## src/hdl/prw_params.svh

```systemverilog
`ifndef PRW_PARAMS_SVH
`define PRW_PARAMS_SVH

// Core clock rate
`define PRW_CLK_MHZ 40

// Reset and watchdog timing
`define PRW_DEGLITCH_MS 150
`define PRW_PERIOD_MS 4000
`define PRW_RST_PULSE_US 1000

// Pulse-count link timing
`define PRW_PULSE_MIN_US 100
`define PRW_PULSE_MAX_US 120
`define PRW_START_MIN_US 350
`define PRW_START_MAX_US 400
`define PRW_STOP_MIN_US 500

// Register bus offsets
`define PRW_REG_CMD 4'h0
`define PRW_REG_CFG0 4'h1
`define PRW_REG_CFG1 4'h2
`define PRW_REG_STATUS 4'h3

// Setting encodings and reset values
`define PRW_EOC_5PCT 2'h0
`define PRW_EOC_2P5PCT 2'h1
`define PRW_EOC_OFF 2'h2
`define PRW_OCP_900MA 2'h0
`define PRW_OCP_450MA 2'h1
`define PRW_OCP_250MA 2'h2
`define PRW_OCP_100MA 2'h3
`define PRW_FLOAT_NONE 3'h0

`endif

```

## src/hdl/prw_pkg.sv

```systemverilog
package prw_pkg;

  typedef enum logic [4:0] {
    PRW_IDLE = 5'h01,
    PRW_DEGL = 5'h02,
    PRW_PEND = 5'h04,
    PRW_PULSE = 5'h08,
    PRW_DONE = 5'h10
  } prw_rst_state_t;

  typedef struct packed {
    logic sync1;
    logic sync2;
    logic prev;
    logic [15:0] hi_cnt;
    logic [15:0] lo_cnt;
    logic framed;
    logic [5:0] pcount;
    logic [4:0] last_cmd;
    logic sw1a;
    logic sw1b;
    logic sw2a;
    logic sw2b;
    logic tap;
    logic [1:0] eoc;
    logic [1:0] ocp;
    logic [2:0] flt;
    logic arc;
    logic half;
    logic half_eff;
    logic wd_en;
    prw_rst_state_t rst_state;
    logic [31:0] tmr;
    logic wd_clr;
    logic rst_out_n;
    logic waiting;
    logic [7:0] rdata;
  } prw_state_t;

endpackage

```

## src/hdl/prw_top.sv

```systemverilog
// Chosen here: the register addresses and strobed register access.
`include "prw_params.svh"
`timescale 1ns/1ps
`default_nettype none

module prw_top #(
  parameter int unsigned DEGLITCH_CYC = `PRW_DEGLITCH_MS * 1000 * `PRW_CLK_MHZ,
  parameter int unsigned PERIOD_CYC = `PRW_PERIOD_MS * 1000 * `PRW_CLK_MHZ,
  parameter int unsigned RST_PULSE_CYC = `PRW_RST_PULSE_US * `PRW_CLK_MHZ,
  parameter int unsigned PULSE_MAX_CYC = `PRW_PULSE_MAX_US * `PRW_CLK_MHZ,
  parameter int unsigned STOP_MIN_CYC = `PRW_STOP_MIN_US * `PRW_CLK_MHZ
) (
  input wire logic core_clk,
  input wire logic rst_n,
  input wire logic input_valid_in,
  input wire logic thermal_warn_in,
  input wire logic pulse_cmd_in,
  input wire logic reset_request_in,
  input wire logic [3:0] reg_addr,
  input wire logic [7:0] reg_wdata,
  input wire logic reg_wr,
  input wire logic reg_rd,
  output logic [7:0] reg_rdata,
  output logic reset_out_n,
  output logic reset_waiting_out,
  output logic switch1_throw_a_en,
  output logic switch1_throw_b_en,
  output logic switch2_throw_a_en,
  output logic switch2_throw_b_en,
  output logic battery_sense_tap_en,
  output logic [1:0] eoc_mode,
  output logic [1:0] discharge_ocp_sel,
  output logic [2:0] float_offset_sel,
  output logic auto_recharge_en,
  output logic half_current_en,
  output logic watchdog_en
);

  prw_pkg::prw_state_t s_q;
  prw_pkg::prw_state_t s_d;

  // Shared decode for link commands and bus-written commands
  function automatic prw_pkg::prw_state_t prw_apply(input prw_pkg::prw_state_t s, input logic [5:0] code);
    prw_pkg::prw_state_t r;
    r = s;
    case (code)
      6'h01: r.sw1a = 1'b0;
      6'h02: r.sw1a = 1'b1;
      6'h03: r.sw1b = 1'b0;
      6'h04: r.sw1b = 1'b1;
      6'h05: r.sw2a = 1'b0;
      6'h06: r.sw2a = 1'b1;
      6'h07: r.sw2b = 1'b0;
      6'h08: r.sw2b = 1'b1;
      6'h09: r.tap = 1'b0;
      6'h0a: r.tap = 1'b1;
      6'h0b: r.eoc = `PRW_EOC_OFF;
      6'h0c: r.eoc = `PRW_EOC_5PCT;
      6'h0d: r.eoc = `PRW_EOC_2P5PCT;
      6'h0e: r.ocp = `PRW_OCP_900MA;
      6'h0f: r.ocp = `PRW_OCP_450MA;
      6'h10: r.ocp = `PRW_OCP_250MA;
      6'h11: r.ocp = `PRW_OCP_100MA;
      6'h12: r.flt = `PRW_FLOAT_NONE;
      6'h13: r.flt = 3'h1;
      6'h14: r.flt = 3'h2;
      6'h15: r.flt = 3'h3;
      6'h16: r.flt = 3'h4;
      6'h18: r.arc = 1'b0;
      6'h19: r.arc = 1'b1;
      6'h1a: r.wd_en = 1'b0;
      6'h1b: r.wd_en = 1'b1;
      6'h1c: r.half = 1'b0;
      6'h1d: r.half = 1'b1;
      default: r.wd_en = s.wd_en;
    endcase
    case (code)
      6'h01,
      6'h02,
      6'h03,
      6'h04,
      6'h05,
      6'h06,
      6'h07,
      6'h08,
      6'h09,
      6'h0a,
      6'h0b,
      6'h0c,
      6'h0d,
      6'h0e,
      6'h0f,
      6'h10,
      6'h11,
      6'h12,
      6'h13,
      6'h14,
      6'h15,
      6'h16,
      6'h18,
      6'h19,
      6'h1a,
      6'h1b,
      6'h1c,
      6'h1d: begin
        r.last_cmd = code[4:0];
      end
      default: r.last_cmd = s.last_cmd;
    endcase
    return r;
  endfunction

  logic fall;
  logic rise;
  logic stop_hit;
  logic have_cmd;
  logic [5:0] cmd_code;
  logic wd_off_evt;

  always_comb begin
    s_d = s_q;
    // Only the second and third flops feed the edge logic, so the first one may go metastable safely
    s_d.sync1 = pulse_cmd_in;
    s_d.sync2 = s_q.sync1;
    s_d.prev = s_q.sync2;
    fall = s_q.prev & ~s_q.sync2;
    rise = ~s_q.prev & s_q.sync2;
    stop_hit = 1'b0;

    if (s_q.sync2) begin
      s_d.lo_cnt = 16'h0000;
      if (rise) begin
        s_d.hi_cnt = 16'h0001;
      end else if (s_q.hi_cnt != 16'hffff) begin
        s_d.hi_cnt = s_q.hi_cnt + 16'h0001;
      end
    end else begin
      if (s_q.lo_cnt != 16'hffff) begin
        s_d.lo_cnt = s_q.lo_cnt + 16'h0001;
      end
      // Long low closes the frame exactly once
      if (s_q.framed && s_q.lo_cnt == 16'(STOP_MIN_CYC - 1)) begin
        stop_hit = 1'b1;
      end
    end

    if (fall) begin
      // Anything longer than a legal pulse counts as a start bit
      if (s_q.hi_cnt > 16'(PULSE_MAX_CYC)) begin
        s_d.framed = 1'b1;
        s_d.pcount = 6'h00;
      end else if (s_q.framed && s_q.pcount != 6'h3f) begin
        s_d.pcount = s_q.pcount + 6'h01;
      end
    end

    have_cmd = 1'b0;
    cmd_code = 6'h00;
    if (stop_hit) begin
      s_d.framed = 1'b0;
      have_cmd = 1'b1;
      cmd_code = s_q.pcount;
    end else if (reg_wr && reg_addr == `PRW_REG_CMD) begin
      have_cmd = 1'b1;
      cmd_code = {1'b0, reg_wdata[4:0]};
    end
    if (have_cmd) begin
      s_d = prw_apply(s_d, cmd_code);
    end
    wd_off_evt = s_q.wd_en & ~s_d.wd_en;

    s_d.half_eff = s_q.half | thermal_warn_in;

    // Reset sequencer drives only its two pins; settings above are never touched here
    s_d.tmr = s_q.tmr + 32'h0000_0001;
    case (s_q.rst_state)
      prw_pkg::PRW_IDLE: begin
        s_d.tmr = 32'h0000_0000;
        if (s_q.wd_en) begin
          s_d.rst_state = prw_pkg::PRW_PEND;
        end else if (input_valid_in) begin
          s_d.rst_state = prw_pkg::PRW_DEGL;
        end
      end
      prw_pkg::PRW_DEGL: begin
        if (!input_valid_in) begin
          s_d.rst_state = prw_pkg::PRW_IDLE;
        end else if (s_q.tmr == 32'(DEGLITCH_CYC - 1)) begin
          s_d.rst_state = prw_pkg::PRW_PEND;
          s_d.tmr = 32'h0000_0000;
        end
      end
      prw_pkg::PRW_PEND: begin
        if (s_q.wd_en) begin
          // Clear seen anywhere in the period; a clear in the expiry cycle counts for this period and the next
          if (s_q.tmr == 32'(PERIOD_CYC - 1)) begin
            s_d.tmr = 32'h0000_0000;
            s_d.wd_clr = reset_request_in;
            if (!s_q.wd_clr && !reset_request_in) begin
              s_d.rst_state = prw_pkg::PRW_PULSE;
            end
          end else if (reset_request_in) begin
            s_d.wd_clr = 1'b1;
          end
        end else if (!input_valid_in) begin
          s_d.rst_state = prw_pkg::PRW_IDLE;
        end else if (reset_request_in || s_q.tmr == 32'(PERIOD_CYC - 1)) begin
          s_d.rst_state = prw_pkg::PRW_PULSE;
          s_d.tmr = 32'h0000_0000;
        end
      end
      prw_pkg::PRW_PULSE: begin
        if (s_q.tmr == 32'(RST_PULSE_CYC - 1)) begin
          s_d.tmr = 32'h0000_0000;
          s_d.wd_clr = 1'b0;
          s_d.rst_state = s_q.wd_en ? prw_pkg::PRW_PEND : prw_pkg::PRW_DONE;
        end
      end
      prw_pkg::PRW_DONE: begin
        s_d.tmr = 32'h0000_0000;
        if (s_q.wd_en) begin
          s_d.rst_state = prw_pkg::PRW_PEND;
        end else if (!input_valid_in) begin
          s_d.rst_state = prw_pkg::PRW_IDLE;
        end
      end
      default: begin
        s_d.rst_state = prw_pkg::PRW_IDLE;
        s_d.tmr = 32'h0000_0000;
      end
    endcase
    if (wd_off_evt) begin
      s_d.rst_state = prw_pkg::PRW_IDLE;
      s_d.tmr = 32'h0000_0000;
      s_d.wd_clr = 1'b0;
    end

    s_d.rst_out_n = (s_d.rst_state != prw_pkg::PRW_PULSE);
    s_d.waiting = (s_d.rst_state == prw_pkg::PRW_PEND);

    s_d.rdata = 8'h00;
    if (reg_rd) begin
      case (reg_addr)
        `PRW_REG_CMD: s_d.rdata = {3'h0, s_q.last_cmd};
        `PRW_REG_CFG0: s_d.rdata = {s_q.wd_en, s_q.half, s_q.arc, s_q.tap, s_q.sw2b, s_q.sw2a, s_q.sw1b, s_q.sw1a};
        `PRW_REG_CFG1: s_d.rdata = {1'b0, s_q.flt, s_q.ocp, s_q.eoc};
        `PRW_REG_STATUS: s_d.rdata = {s_q.framed, s_q.wd_clr, 1'b0, s_q.rst_state};
        default: s_d.rdata = 8'h00;
      endcase
    end
  end

  always_ff @(posedge core_clk or negedge rst_n) begin
    if (!rst_n) begin
      s_q <= '0;
      s_q.sw1a <= 1'b1;
      s_q.sw2a <= 1'b1;
      s_q.sw1b <= 1'b0;
      s_q.sw2b <= 1'b0;
      s_q.eoc <= `PRW_EOC_5PCT;
      s_q.ocp <= `PRW_OCP_900MA;
      s_q.flt <= `PRW_FLOAT_NONE;
      s_q.rst_state <= prw_pkg::PRW_IDLE;
      s_q.rst_out_n <= 1'b1;
    end else begin
      s_q <= s_d;
    end
  end

  assign reg_rdata = s_q.rdata;
  assign reset_out_n = s_q.rst_out_n;
  assign reset_waiting_out = s_q.waiting;
  assign switch1_throw_a_en = s_q.sw1a;
  assign switch1_throw_b_en = s_q.sw1b;
  assign switch2_throw_a_en = s_q.sw2a;
  assign switch2_throw_b_en = s_q.sw2b;
  assign battery_sense_tap_en = s_q.tap;
  assign eoc_mode = s_q.eoc;
  assign discharge_ocp_sel = s_q.ocp;
  assign float_offset_sel = s_q.flt;
  assign auto_recharge_en = s_q.arc;
  assign half_current_en = s_q.half_eff;
  assign watchdog_en = s_q.wd_en;

endmodule // prw_top

`default_nettype wire

```

## config.mk

```make
export PLATFORM = sky130hd
export DESIGN_NAME = prw_top
export DESIGN_NICKNAME = d
export VERILOG_FILES = /design/src/hdl/prw_pkg.sv /design/src/hdl/prw_top.sv
export VERILOG_INCLUDE_DIRS = /design/src /design/src/hdl
export SDC_FILE = /design/constraint.sdc
export NUM_CORES = 1
export LEC_CHECK = 0
export ABC_AREA = 1
export BUFFER_PORTS_ARGS = -buffer_cell sky130_fd_sc_hd__buf_2
export CORE_UTILIZATION = 30
export DETAILED_ROUTE_END_ITERATION = 7
export REMOVE_ABC_BUFFERS = 1
export SYNTH_ARGS = -nofsm -noshare
export SYNTH_HDL_FRONTEND = slang
export SYNTH_SLANG_ARGS = --single-unit
export TNS_END_PERCENT = 20
```

## constraint.sdc

```tcl
create_clock -name core_clk -period 1.85 [get_ports core_clk]
set_input_delay 0.185 -clock core_clk [delete_from_list [all_inputs] [get_ports core_clk]]
set_output_delay 0.185 -clock core_clk [all_outputs]
set_load 0.03 [all_outputs]
```

# Yosys cells after proc, flatten, opt, wreduce, memory -nomap -nowiden
# Index checks and enable logic that the tools add are counted.
# W data, S select, Z words.
[word_totals]
ff_bits = 111
output_inout_bits = 25
wordCells = 164
[op_classes]
addsub = 4
n_lt_le_gt_ge = 1
eq_ne = 45
mux = 51
bitwise_logic = 7
reduce_logical = 30
[op_table]
columns = ["operator", "n"]
rows = [
  ["$pmux W37 S5", 1],
  ["$mux W37", 4],
  ["$mux W16", 5],
  ["$eq A6 B5 Y1 const B", 13],
  ["$mux W38", 2],
  ["$mux W32", 2],
  ["$mux W49", 1],
  ["$eq A6 B4 Y1 const B", 8],
  ["$mux W5", 9],
  ["$add A16 B1 Y16 const B", 2],
  ["$add A32 B1 Y32 const B", 1],
  ["$eq A32 B16 Y1 const B", 1],
  ["$eq A32 B23 Y1 const B", 1],
  ["$eq A32 B28 Y1 const B", 1],
  ["$ne A16 B16 Y1 const B", 2],
  ["$pmux W8 S4", 1],
  ["$reduce_or A28 Y1", 1],
  ["$eq A6 B3 Y1 const B", 4],
  ["$reduce_and A2 Y1", 11],
  ["$mux W6", 3],
  ["$pmux W1 S2", 9],
  ["$eq A16 B15 Y1 const B", 1],
  ["$gt A16 B13 Y1 const B", 1],
  ["$pmux W3 S5", 1],
  ["28 further kinds", 53],
]

# Longest topological paths before layout
# Gate-level depths: netlist (run 1).
[depth]
word_depth = 14
mapped_depth = 18

# Least setup slack after synthesis (run 1)
# Ideal clock, no wire load.
[synth_path]
path_type = "reg2reg"
startpoint = "register s_q[76] in the netlist's numbering"
endpoint = "register s_q[41] in the netlist's numbering"
setup_time_ps = 112
t_arrival_ps = 1952
path_slack_ps = -214
path_stages_with_launch = 19
path_buffers = 1
synth_period_minus_slack_ps = 2064
cell_sequence = "dfrtp_1 > ha_1 > nand2_2 > inv_2 > nand2_1 > nor2_2 > nand3_4 > nand2_2 > nand2_4 > inv_6 > nor2_4 > nand2_2 > clkinv_2 > nand3_4 > nand2_8 > inv_8 > buf_12 > nand3b_4 > inv_2"
[synth_lines]
columns = ["item", "line", "rtl"]
rows = [
  ["start, declared", "prw_top.sv:39", "prw_pkg::prw_state_t s_q;"],
]

# Worst setup path in the final report (run 1)
[layout_path]
startpoint = "register s_q[77] in the netlist's numbering"
endpoint = "register s_q[64] in the netlist's numbering"
[layout_between]
elab_chain_len = 8
[layout_rtl]
columns = ["item", "line", "rtl"]
rows = [
  ["$eq A16 B15 Y1 (*)", "prw_top.sv:142", "if (s_q.framed && s_q.lo_cnt == 16'(STOP_MIN_CYC - 1)) begin"],
  ["$logic_and A1 B1 Y1 (*)", "prw_top.sv:142", ""],
  ["$mux W1 (*)", "prw_top.sv:142", ""],
  ["$mux W1 (*)", "prw_top.sv:130", "if (s_q.sync2) begin"],
  ["$mux W6", "prw_top.sv:159", "if (stop_hit) begin"],
  ["$eq A6 B1 Y1 (tied with other cells)", "prw_top.sv:77", "case (code)"],
  ["$reduce_or A28 Y1", "prw_top.sv:77", ""],
  ["$reduce_and A2 Y1 (no line)", "--", ""],
]
# Every way passes the cells marked *; elsewhere a longest branch is shown, timed or not.
# A chain may end at the register's enable or synchronous reset.

==> results.md, run 1 <==
Worst setup path:
- At the worst endpoint, the arrival time is 2.45 ns.
- For the worst setup path, the data required time is about 2.1 ns.
- The reg-to-reg critical path startpoint is s_q[77]$_DFFE_PN0P_.
- The type of origin of the critical path is a register.
- Walking the worst path, the cells encountered are ha_2 > nand2_2 > inv_2 > nand2_2 > nor2_4 > nand3_4 > nand2_2 > nand2_4 > nor2_2 > nand3_1 > nand2_1 > nor2_4 > nand2_4 > nor2_4 > nand2_1 > nand2_1.
- The worst setup path is of the register to register kind.
- The worst flop-to-flop path endpoint is s_q[64]$_DFFE_PN0P_.
- The cell type of the slowest stage on the worst timing path is dfrtp_1.
- The setup check on the worst reg-to-reg path leaves a slack of -0.36 ns.
- The largest incremental delay on the critical path is around 0.35 ns.
- The maximum fanout encountered on the critical timing path is 7.
- The number of cells on the worst reg-to-reg path is 16.
- The origin of the worst setup path is s_q[77]$_DFFE_PN0P_.
- On the critical path the largest part of the delay comes from simple AND/OR/NAND/NOR gates.
- The worst setup path is captured at a register.
- Together, buffers and inverters on the worst path number 1.

Synth:
- The number of synthesized flops with an enable pin is 0.
- The register bit total from synthesis is approximately 110.
- The cell area after synthesis is 0.00675 mm^2.
- After synthesis, the cell types taking the most area are dfrtp_1 (40%), nand2_1 (10%), inv_1 (6.2%).
- The synthesized instance count is between 800 and 900.
- The predominant post-synthesis flop cell is dfrtp_1.
- The average instance in the mapped netlist occupies a little under 8 um^2.
- Summed over its instances, the top area cell type makes up 39.7% of the synthesized netlist area.
- The most instantiated library cell after synthesis is nand2_1.
- Sorting the synthesized cells by how often they occur yields nand2_1 (183), inv_1 (111), dfrtp_1 (107), nor2_1 (90), nand3_1 (47).
- Sequential elements use 41.2% of the synthesized area.
- The distinct cell type count after synthesis is 55.
- The Yosys warning count is 0.
- The biggest area contributor in the post-synthesis netlist is dfrtp_1.
- After synthesis, the share of flip-flops with an asynchronous set or reset is 100%.

Pwr:
- Dividing total power by cell area gives a power density of 641 mW/mm^2.
- VDD sags by at most 0.000447 V.
- The reported leakage power is around 4.5 nW.

Floorplan:
- After floorplanning, the core was divided into 54 placement rows.
- From left edge to right edge, the die measures between 150 and 200 um.
- The number of top-level pins is 45.
- For this configuration, the core starts out at a cell density of 30.7%.
- The area of the placeable core is about 0.022 mm^2.
- The die extent in y is around 150 um.
- The die area is 0.0231 mm^2.

Place:
- Routability-driven placement finished with a final weighted congestion of between 0.8 and 0.9.
- The post-detailed-placement half-perimeter wirelength is 13.4 mm.
- The count of input and output buffers is 41.
- The number of cells after detailed placement is approximately 1400.

Cells and area:
- The count of cells in the finished layout, fillers not included, comes to 1381.
- The fraction of final layout cells sized beyond drive strength 1 is 35.7%.
- The number of antenna diodes in the final layout is 0.
- The area growth from synthesis to layout is 36.6%.
- The layout net count is 1121.

STA:
- The transition time at the pin with the least slew margin is between 0.4 and 0.5 ns.
- Once routing completed, OpenROAD measured the worst setup slack at -0.360 ns.
- The final hold violation count is 0.
- For the final routed database, the setup TNS stands at -14.25 ns.
- The ratio of final minimum period to clock period is 119%.
- For this run, the top clock speed supported by timing is 0.452 GHz.
- The final max-slew violation count came to 0.
- Setup repair after global routing could not meet its margin everywhere.
- The clock period minus final worst setup slack is 2.21 ns.
- Measured against its own limit, the worst slew margin works out to about 70%.
- The final count of negative-setup-slack endpoints is about 60.
- For the final database, setup skew stands at 0.00860 ns.

Route:
- Detailed routing inserted a total of 6401 vias.
- The per-cell routed wire length is 12.7 um.
- The post-detailed-route via-to-cell ratio is 4.64.
- The count of nets left with antenna violations once routing finished came out at 0.
- The routed wire length is between 15 and 20 mm.
- The first TritonRoute pass finished after 7 iterations.
- The violation count after the first detailed-routing iteration is 356.
- The number of remaining DRC errors is 8.

Run status:
- The checks that failed: design-rule violations, negative setup slack.
- The run finished, with violations left.

Clocking:
- CTS placed an instance of clkbuf_16 at the clock tree root.
- The total clock buffers created by CTS is 9.
- For this design, the sink count on the clock tree is about 110.
- The longest clock path from root to sink contains 2 buffers.
- TritonCTS built the clock tree.
- The clock reaches the later pin of the worst-skew pair after 0.36 ns.
- After clock tree synthesis, the clock-pin slew on the worst setup and hold paths is 0.08 ns.
- CTS built an H-tree with a depth of 3.

Hold path:
- The tightest min-delay check is of the input pin to register type.
- In this run the most critical hold path is launched from thermal_warn_in.
- The worst hold path terminates at half_current_en$_DFF_PN0_.
- The worst hold path passes through 2 cells.

Global route:
- The sum of overflow across all layers after global routing is 0.
- The first global-routing pass estimated a little over 30 mm of wire.
- The number of global-route vias before repair was 6315.
- The pin count of the biggest net entering global routing is 60.
- The overall fraction of global-route tracks in use is about 16%.
- The number of antenna violations at the first check in global routing was 0.

Flow run:
- The tool flagged a number of max-cap violations equal to 0.
[sequential cells by signal, indices dropped and copies added (netlist names)]
signal / cells
auto_recharge_en: 1
battery_sense_tap_en: 1
discharge_ocp_sel: 2
eoc_mode: 2
float_offset_sel: 3
half_current_en: 1
reg_rdata: 8
reset_out_n: 1
reset_waiting_out: 1
s_q: 86
switch1_throw_a_en: 1
switch1_throw_b_en: 1
switch2_throw_a_en: 1
switch2_throw_b_en: 1
watchdog_en: 1
[layout make-up]
cell class / instances / area, um^2
Fill cell: 2194 / 12700
Multi-Input combinational cell: 600 / 3490
Clock buffer: 11 / 243
Clock inverter: 5 / 65.1
Tap cell: 280 / 350
Inverter: 140 / 556
Timing Repair Buffer: 234 / 1730
Sequential cell: 111 / 2780
[cells by family after synthesis]
| logic type | Yosys count | share of synthesized area, % |
|---|---|---|
| AOI/OAI and AO/OA | 114 | 10.3 |
| DFF | 111 | 41.2 |
| xor gates and xnor gates | 14 | 1.82 |
| and+or+nand+nor | 467 | 34.9 |
| buffers and inverters | 165 | 10.7 |
| adders and majority gates | 5 | 0.927 |
[worst max-delay path by stage]
stage	to	depth (start not counted)
final	s_q[64]$_DFFE_PN0P_	16
after global routing	s_q[64]$_DFFE_PN0P_	16
after CTS	s_q[24]$_DFF_PN0_	14
after detailed placement	s_q[68]$_DFFE_PN0P_	17
after global placement	s_q[68]$_DFFE_PN0P_	16
after floorplan	s_q[68]$_DFFE_PN0P_	16
[layout by cell type (no fill, tap or decap), drive strengths merged, types with 7 or more instances in the layout]
cell,n
a21oi,30
buf,232
nor2,111
dfrtp,107
nand2,204
o21ai,42
nand3b,7
nor4,13
nor3,38
nand3,63
xor2,12
clkbuf,11
nand4,19
or2,8
inv,141
[timing repair]
| action | in CTS | in global routing |
|---|---|---|
| setup endpoints to repair | 69 | 80 |
| pin swaps | 21 | 15 |
| resized for setup | 36 | 38 |
| gates cloned | 0 | 0 |
| endpoints found under the hold margin | 108 | 0 |
| hold buffers | 2 | 0 |
| buffers inserted | 6 | 3 |
[per-layer routing]
metal | up-vias | global-route usage (%) | share of wire, %
li1 | 3299 | - | -
met1 | 2981 | 21.4 | 48
met2 | 102 | 26.1 | 47
met3 | 19 | 2.42 | 3.4
met4 | 0 | 6.03 | 1.6
met5 | - | 0 | 0
[power by group]
group          total, mW  switching (mW)  internal [mW]
clock               2.05           0.946           1.10
sequential          2.66           0.101           2.56
combinational       1.20           0.765          0.434
total               5.91            1.81           4.10
[through the flow]
| stage | setup slack [ns] | util (%) | power [mW] | area (um^2) | hold WS (ns) |
|---|---|---|---|---|---|
| 2_1_floorplan | -0.288 | - | 3.35 | 6570 | -0.111 |
| 3_3_place_gp | -0.345 | 38.9 | 3.85 | 8540 | 0.215 |
| 3_5_place_dp | -0.347 | 38.9 | 3.86 | 8540 | 0.214 |
| 4_1_cts | -0.296 | 41.2 | 5.95 | 9040 | 0.0103 |
| 5_1_grt | -0.523 | 42.0 | 6.21 | 9220 | 0.00713 |
| 6_report | -0.360 | 42.0 | 5.91 | 9220 | 0.0229 |
Note: power is estimated with default switching activity, not from simulation.
==> run 2: changes to the inputs <==
--- a/config.mk
+++ b/config.mk
@@ -6,7 +6,6 @@
 export SDC_FILE = /design/constraint.sdc
 export NUM_CORES = 1
 export LEC_CHECK = 0
-export ABC_AREA = 1
 export BUFFER_PORTS_ARGS = -buffer_cell sky130_fd_sc_hd__buf_2
 export CORE_UTILIZATION = 30
 export DETAILED_ROUTE_END_ITERATION = 7
==> constraint.sdc (replaced) <==
create_clock -name core_clk -period 2.2 [get_ports core_clk]
set_input_delay 0.22 -clock core_clk [delete_from_list [all_inputs] [get_ports core_clk]]
set_output_delay 0.22 -clock core_clk [all_outputs]
set_load 0.03 [all_outputs]
==> results.md, run 2 <==
Run status:
- The flow ran to the end, but the final reports show violations.
- The final reports fail on negative setup slack.

Clocking:
- The CTS H-tree depth is 3.
- The CTS clock-pin slew for the worst setup and hold paths is 0.07 ns.
- The maximum buffer depth of the clock tree is 2.
- Clock tree synthesis selected as its root buffer the cell clkbuf_16.
- The total clock buffers created by CTS is 9.
- Counting every sink on the clock net gives about 110.
- Clock latency on the worst-skew pair, taken at its later pin, is 0.36 ns.
- TritonCTS built the clock tree.

Pwr:
- The areal power density over the cells is 560 mW/mm^2.
- The maximum resistive drop on vdd is roughly 0.00032 V.
- For this design the static power due to leakage is 3.57 nW.

Worst setup path:
- Data on the critical path is required at its endpoint by between 2 and 2.5 ns.
- The logic depth of the worst register-to-register path is 7.
- The reg-to-reg critical path startpoint is s_q[109]$_DFF_PN0_.
- The critical path starts at s_q[109]$_DFF_PN0_.
- The type of origin of the critical path is a register.
- The maximum fanout encountered on the critical timing path is 7.
- The arrival time at the worst endpoint is 2.73 ns.
- Following the worst setup path forward leads to its endpoint at discharge_ocp_sel[0]$_DFFE_PN0P_.
- The worst-case register-to-register setup slack is -0.28 ns.
- In this run the critical register-to-register path is captured at discharge_ocp_sel[0]$_DFFE_PN0P_.
- The critical path is of the register to register type.
- STA classifies the critical path endpoint as a register.

Cells and area:
- Of the cells placed in the final design, the portion with a size suffix greater than 1 is 26.7%.
- The post-route standard cell area excluding fillers is ~0.0081 mm^2.
- Once layout is complete, the utilization of the core stands at 38.6%.
- Across the whole layout, storage elements account for 0.00278 mm^2.
- The register with the most flip-flops in the final layout is s_q.
- For this run, the number of standard cells in the final layout without fillers is 1102.
- In the layout the commonest cells are dfrtp_1 (107), nor2_1 (104), buf_4 (100).
- The layout has 2090 filler cells.
- The growth of design area from synthesis to finish is 26.5%.
- The net count of the finished layout is about 850.
- The antenna diode count is 0.
- The combined area of the multi-input logic cells is 0.00356 mm^2.
- Leaving out fill and tap cells, the most frequent cell in the layout is dfrtp_1.
- The register with the most flip-flops in the layout has 86 of them.

Floorplan:
- The horizontal extent of the die is 148 um.
- The initialized floorplan defines 53 standard-cell rows.
- between 40 and 50 I/O pins were placed.
- The floorplan step defined a die boundary enclosing between 0.02 and 0.025 mm^2.
- For this configuration, the core starts out at a cell density of 30.5%.
- In this run the standard cell core region covers 0.0210 mm^2.
- The die is 148 um tall.

Flow run:
- The number of violations of the max-capacitance limit is 0.

STA:
- The final max-slew violation count is 0.
- The slack of the critical path is -0.282 ns.
- Final hold analysis gives a worst-case slack of between 0.05 and 0.06 ns.
- Setup total negative slack on the finished layout was measured at -9.48 ns.
- The clock skew after layout is 0.0121 ns.
- Counting I/O delays and the setup requirement, the final critical path takes 2.48 ns.
- The ratio of final minimum period to clock period is 113%.
- The fmax is 0.403 GHz.
- The final hold violation count is 0.
- Setup repair after global routing could not meet its margin everywhere.
- Measured against its own limit, the worst slew margin works out to 58.7%.
- For the pin with the worst max-slew slack, the measured transition is between 0.6 and 0.7 ns.
- Setup violations remaining at the end of the flow were counted as 57.

Synth:
- The cell type contributing the most total cell area after synthesis is dfrtp_1.
- By count the netlist is led by dfrtp_1 (107), nor2_1 (105), nand2_1 (54), xor2_1 (34), nor3_1 (29).
- The cell area that synthesis handed to floorplanning was around 0.0064 mm^2.
- Sequential cells were found to cover 43.4% of the synthesized design area.
- The register bit total from synthesis is between 100 and 150.
- The Yosys warning count is 0.
- The number of different library cells used by synthesis comes to 73.
- After synthesis, the mean cell area works out to 9.15 um^2.
- The most common cell in the synthesized netlist is dfrtp_1.
- The share of synthesized area in the top cell type comes to 41.7%.
- The most used flip-flop cell after synthesis is dfrtp_1.
- For this run, asynchronously set or reset flops after synthesis account for 100%.
- The number of synthesized flops with an enable pin is 0.
- In the post-synthesis netlist, the biggest area contributors are dfrtp_1 (42%), nor2_1 (6.1%), xor2_1 (4.6%).
- Counting every instance in the synthesized netlist gives 701.

Place:
- In this run, placement finished with an instance count of 1076.
- At the end of routability-driven placement, the weighted congestion stood at 0.929.
- The post-detailed-placement half-perimeter wirelength is 12.2 mm.
- The placed standard-cell area is 0.00753 mm^2.
- The count of input and output buffers is between 40 and 50.

Global route:
- The number of antenna violations at the first check in global routing came to 0.
- The sum of overflow across all layers after global routing is 0.
- The overall fraction of global-route tracks in use is between 10% and 20%.
- The first global-routing pass estimated between 20 and 30 mm of wire.
- Entering global routing, the biggest net connects 49 pins.
- The number of global-route vias before repair is approximately 5500.

Hold path:
- The classification of the worst-slack hold path is input pin to register.

Route:
- The routed design has 16.8 mm of wire.
- The post-detailed-route via-to-cell ratio is 5.17.
- The per-cell routed wire length is approximately 15 um.
- In the routed design, unresolved DRC markers number 0.
- The number of optimization iterations in the first detailed-route pass is 5.
- The count of nets left with antenna violations once routing finished came out at 0.
- The detailed router placed between 5000 and 6000 vias in this run.
- The violation count after the first detailed-routing iteration is 438.
run 2: per-layer routing:
| metal | track usage, % | up-vias | part of all wire, % |
|---|---|---|---|
| met2 | 24.6 | 160 | 46 |
| met1 | 20.8 | 2727 | 47 |
| met3 | 2.42 | 32 | 4.8 |
| li1 | - | 2783 | - |
| met4 | 6.39 | 0 | 2.8 |
| met5 | 0 | - | 0 |
run 2: metrics by stage:
stage | power (mW) | setup WS [ns]
finish | 4.55 | -0.282
global route | 4.77 | -0.369
CTS | 4.59 | -0.261
detailed placement | 2.92 | -0.459
global placement | 2.92 | -0.421
floorplan | 2.61 | -1.12
run 2: timing repair:
item,in CTS,in global routing
hold endpoints to repair,39,0
hold buffers,2,0
setup buffers,4,4
pin swaps,8,4
resized for setup,32,18
setup endpoints to repair,59,59
run 2: critical path: stages, from the launching register on:
cell and delay (ns):
dfrtp_1 0.38, or4b_4 0.53, or4_4 0.54, nor2_4 0.19, buf_4 0.15, o31ai_4 0.07
a211oi_2 0.19, mux2_4 0.32
run 2: final cells by class:
| cell class | instances | share of cell area (%) |
|---|---|---|
| multi-input combinational | 537 | 43.9 |
| sequential | 111 | 34.3 |
| timing repair buffer | 150 | 13.4 |
| tap | 275 | 4.24 |
| clock buffer | 13 | 3.21 |
| inverter | 13 | 0.601 |
| clock inverter | 3 | 0.339 |
run 2: how the worst min path moves through the flow:
stage	startpoint	to	cells past startpoint
after floorplan	rst_n	auto_recharge_en$_DFFE_PN0P_	0
after global placement	rst_n	reset_waiting_out$_DFF_PN0_	1
after detailed placement	rst_n	reset_waiting_out$_DFF_PN0_	1
after CTS	thermal_warn_in	half_current_en$_DFF_PN0_	2
after global routing	thermal_warn_in	half_current_en$_DFF_PN0_	2
final	thermal_warn_in	half_current_en$_DFF_PN0_	2
run 2: power by group:
group / internal, mW / switching, mW
Combinational: 0.299 / 0.401
Clock: 0.844 / 0.782
Sequential: 2.13 / 0.0888
run 2: cell families after synthesis:
| family | after synthesis | share of synthesized area (%) |
|---|---|---|
| fa+ha+maj | 5 | 0.975 |
| simple gates | 348 | 28.2 |
| flops | 111 | 43.4 |
| buf+inv | 53 | 4.23 |
| mux | 17 | 3.76 |
| compound gates | 113 | 12.1 |
| xor+xnor | 54 | 7.37 |
==> run 3: changes to the inputs <==
--- a/config.mk
+++ b/config.mk
@@ -7,8 +7,9 @@
 export NUM_CORES = 1
 export LEC_CHECK = 0
 export BUFFER_PORTS_ARGS = -buffer_cell sky130_fd_sc_hd__buf_2
-export CORE_UTILIZATION = 30
+export CORE_UTILIZATION = 61
 export DETAILED_ROUTE_END_ITERATION = 7
+export PLACE_DENSITY = 0.8
 export REMOVE_ABC_BUFFERS = 1
 export SYNTH_ARGS = -nofsm -noshare
 export SYNTH_HDL_FRONTEND = slang
==> results.md, run 3 (synthesis gave the netlist of run 2 again) <==
Clocking:
- For this design, the sink count on the clock tree is 111.
- The root buffer cell is clkbuf_8.
- The maximum buffer depth of the clock tree is 2.
- Clock tree synthesis inserted a total of 9 buffers.
- The H-tree was split into 3 levels.
- The CTS clock-pin slew for the worst setup and hold paths is 0.11 ns.
- TritonCTS built the clock tree.
- At the later pin of the worst-skew pair, clock insertion delay measures 0.40 ns.

Cells and area:
- The register with the most flip-flops in the layout has 86 of them.
- The fraction of final layout cells sized beyond drive strength 1 is 27.4%.
- The most common library cell in the layout ignoring fill and taps is dfrtp_1.
- The post-route standard cell area excluding fillers is 0.00794 mm^2.
- The repair_antennas step left the layout with diodes totalling 0.
- The largest register by flop count is s_q.
- In the layout the commonest cells are dfrtp_1 (107), nor2_1 (103), buf_4 (87).
- The growth of design area from synthesis to finish is 23.8%.
- The layout net count is 844.
- Cells fill between 70 and 80% of the core in the end.

Run status:
- The flow ran to the end, but the final reports show violations.
- The final reports fail on negative setup slack.

Pwr:
- For this design the static power due to leakage is 3.54 nW.
- The worst-case IR drop observed on VDD is 0.000552 V.
- The switching part of the total is 29.5%.
- Dividing total power by cell area gives a power density of 543 mW/mm^2.
- The net switching power is approximately 1.3 mW.
- Of the total power, combinational logic draws 17.9%.
- The clock group share of total power is 30.7%.
- After layout, the design draws a total of 4.31 mW.
- The share of total power dissipated in sequential elements is 51.4%.
- Internal power comes to roughly 3 mW.

Worst setup path:
- The maximum fanout encountered on the critical timing path is 6.
- The cell family with the largest share of critical-path delay is simple AND/OR/NAND/NOR gates.
- For this design, the slowest cell found on the critical path is or4_4.
- In this run the critical register-to-register path is captured at eoc_mode[1]$_DFFE_PN0P_.
- Measured in cells, the most critical reg-to-reg path has a length of 8.
- The critical path in this run is classified as register to register.
- Walking the worst path, the cells encountered are or4b_4 > or4_4 > buf_6 > nor2_4 > buf_6 > nand4b_1 > a21oi_2 > a2bb2oi_1.
- The cell seen most often among critical-path stages is buf_6.
- Across all register-to-register paths, the minimum setup slack is -0.35 ns.
- The worst register-to-register path begins at s_q[109]$_DFF_PN0_.
- The number of buffers and inverters on the critical path is 2.
- STA puts the critical path data required time at between 2 and 3 ns.
- The arrival time at the worst endpoint is 2.88 ns.
- The worst setup path is launched from a register.
- The critical path endpoint category is a register.
- The largest incremental delay on the critical path is 0.57 ns.

Global route:
- The number of global-route vias before repair is just under 6000.
- met2 is the most crowded layer.
- For this run, the total global-route usage over all layers was measured as 33.3%.
- The met3 track utilization from global routing is 7.17%.
- Entering global routing, the biggest net connects between 100 and 150 pins.
- The met1 capacity usage during global routing is between 40% and 50%.
- The first global-routing pass estimated 28.5 mm of wire.
- The met2 track demand over resource is 52.6%.
- The number of antenna violations at the first check in global routing is 0.
- The sum of overflow across all layers after global routing is 0.

STA:
- For the pin with the worst max-slew slack, the measured transition is 0.633 ns.
- Once routing completed, OpenROAD measured the worst setup slack at -0.353 ns.
- After layout, the worst path uses 116% of the clock period.
- The final hold violation count came to 0.
- Static timing analysis puts the maximum clock frequency at a little under 0.4 GHz.
- In this run the tightest slew margin relative to its limit is 57.6%.
- The final count of negative-setup-slack endpoints is 59.
- Counting I/O delays and the setup requirement, the final critical path takes 2.55 ns.
- For the final routed database, the setup TNS stands at -12.78 ns.
- Setup repair after global routing could not meet its margin everywhere.
- Between clock sinks in the finished design, the worst skew comes to 0.0109 ns.
- The final max-slew violation count is 0.

Route:
- In the routed layout, each cell is associated on average with a via count of between 6 and 7.
- The number of remaining DRC errors is 0.
- The pre-antenna-repair detailed-routing pass consisted of 5 iterations.
- The violation count after the first detailed-routing iteration is 403.
- The routed wire length is 17.3 mm.
- The routed layout has approximately 6000 vias.
- The per-cell routed wire length is 18.0 um.
- The number of routed nets with antenna violations is 0.

Floorplan:
- The area of the placeable core is 0.0103 mm^2.
- The floorplan step defined a die boundary enclosing 0.0109 mm^2.
- The number of top-level pins is 45.
- The initial utilization of the core area, before any placement, comes to between 60% and 70%.
- The site row count is 37.
- In this run the vertical extent of the chip is 105 um.
- The horizontal extent of the die is 105 um.

Hold path:
- The worst hold path depth is 3.
- The beginning of the worst hold path is input_valid_in.
- The end point of the worst hold path is s_q[44]$_DFF_PN0_.
- The classification of the worst-slack hold path is input pin to register.

Place:
- The wire-length estimate of the detail-placed layout is around 12 mm.
- After detailed placement, the total cell area comes to approximately 0.0073 mm^2.
- The count of input and output buffers is 41.
- The routability-driven placement congestion ratio is 0.926.
- Prior to clock tree synthesis, the placed netlist has a worst setup slack of -0.509 ns.

Flow run:
- Across the run, the number of max-cap violations was 0.
## run 3: power groups by stage
stage                     sequential (mW)  combinational (mW)  clock, mW
final                                2.22               0.773       1.32
after global routing                 2.22               0.842       1.42
after CTS                            2.21               0.723       1.35
after detailed placement             2.25               0.670          0
after global placement               2.25               0.654          0
after floorplan                      2.30               0.310          0
## run 3: per-layer routing
layer  vias to the layer above  wire [um]
met5                         -          0
li1                       2761          -
met2                       243       8270
met4                         0        532
met3                        45       1240
met1                      2837       7210
## run 3: final cells by class
class                           count  area (um^2)
Sequential cell                   111         2780
Fill cell                         708         2330
Multi-Input combinational cell    538         3630
Inverter                           13         48.8
Timing Repair Buffer              146         1090
Tap cell                          136          170
Clock inverter                      6         80.1
Clock buffer                       10          138
## run 3: worst max-delay path by stage
stage	slack (ns)	cells past startpoint	from	end
floorplan	-1.12	6	s_q[109]$_DFF_PN0_	s_q[13]$_DFF_PN0_
global placement	-0.44	6	s_q[109]$_DFF_PN0_	discharge_ocp_sel[0]$_DFFE_PN0P_
detailed placement	-0.51	6	s_q[109]$_DFF_PN0_	discharge_ocp_sel[0]$_DFFE_PN0P_
CTS	-0.32	6	s_q[109]$_DFF_PN0_	discharge_ocp_sel[0]$_DFFE_PN0P_
global route	-0.43	8	s_q[109]$_DFF_PN0_	eoc_mode[1]$_DFFE_PN0P_
finish	-0.35	8	s_q[109]$_DFF_PN0_	eoc_mode[1]$_DFFE_PN0P_
## run 3: worst register-to-register path, stage by stage (launching register included)
cell,delay [ns]
dfrtp_1,0.40
or4b_4,0.55
or4_4,0.57
buf_6,0.16
nor2_4,0.18
buf_6,0.14
nand4b_1,0.11
a21oi_2,0.18
a2bb2oi_1,0.19
## run 3: repair_timing
item,CTS,global route
gates resized for setup,46,20
pin swaps,12,5
endpoints found under the setup margin,60,64
cloned,3,0
hold endpoints to repair,109,0
hold buffers,3,0
setup buffers,5,1
## run 3: per-stage QoR
step           hold WS, ns  std cells
4_1_cts             0.0965        959
5_1_grt              0.112        960
2_1_floorplan      -0.0756        661
3_3_place_gp         0.330        932
6_report             0.111        960
3_5_place_dp         0.333        932
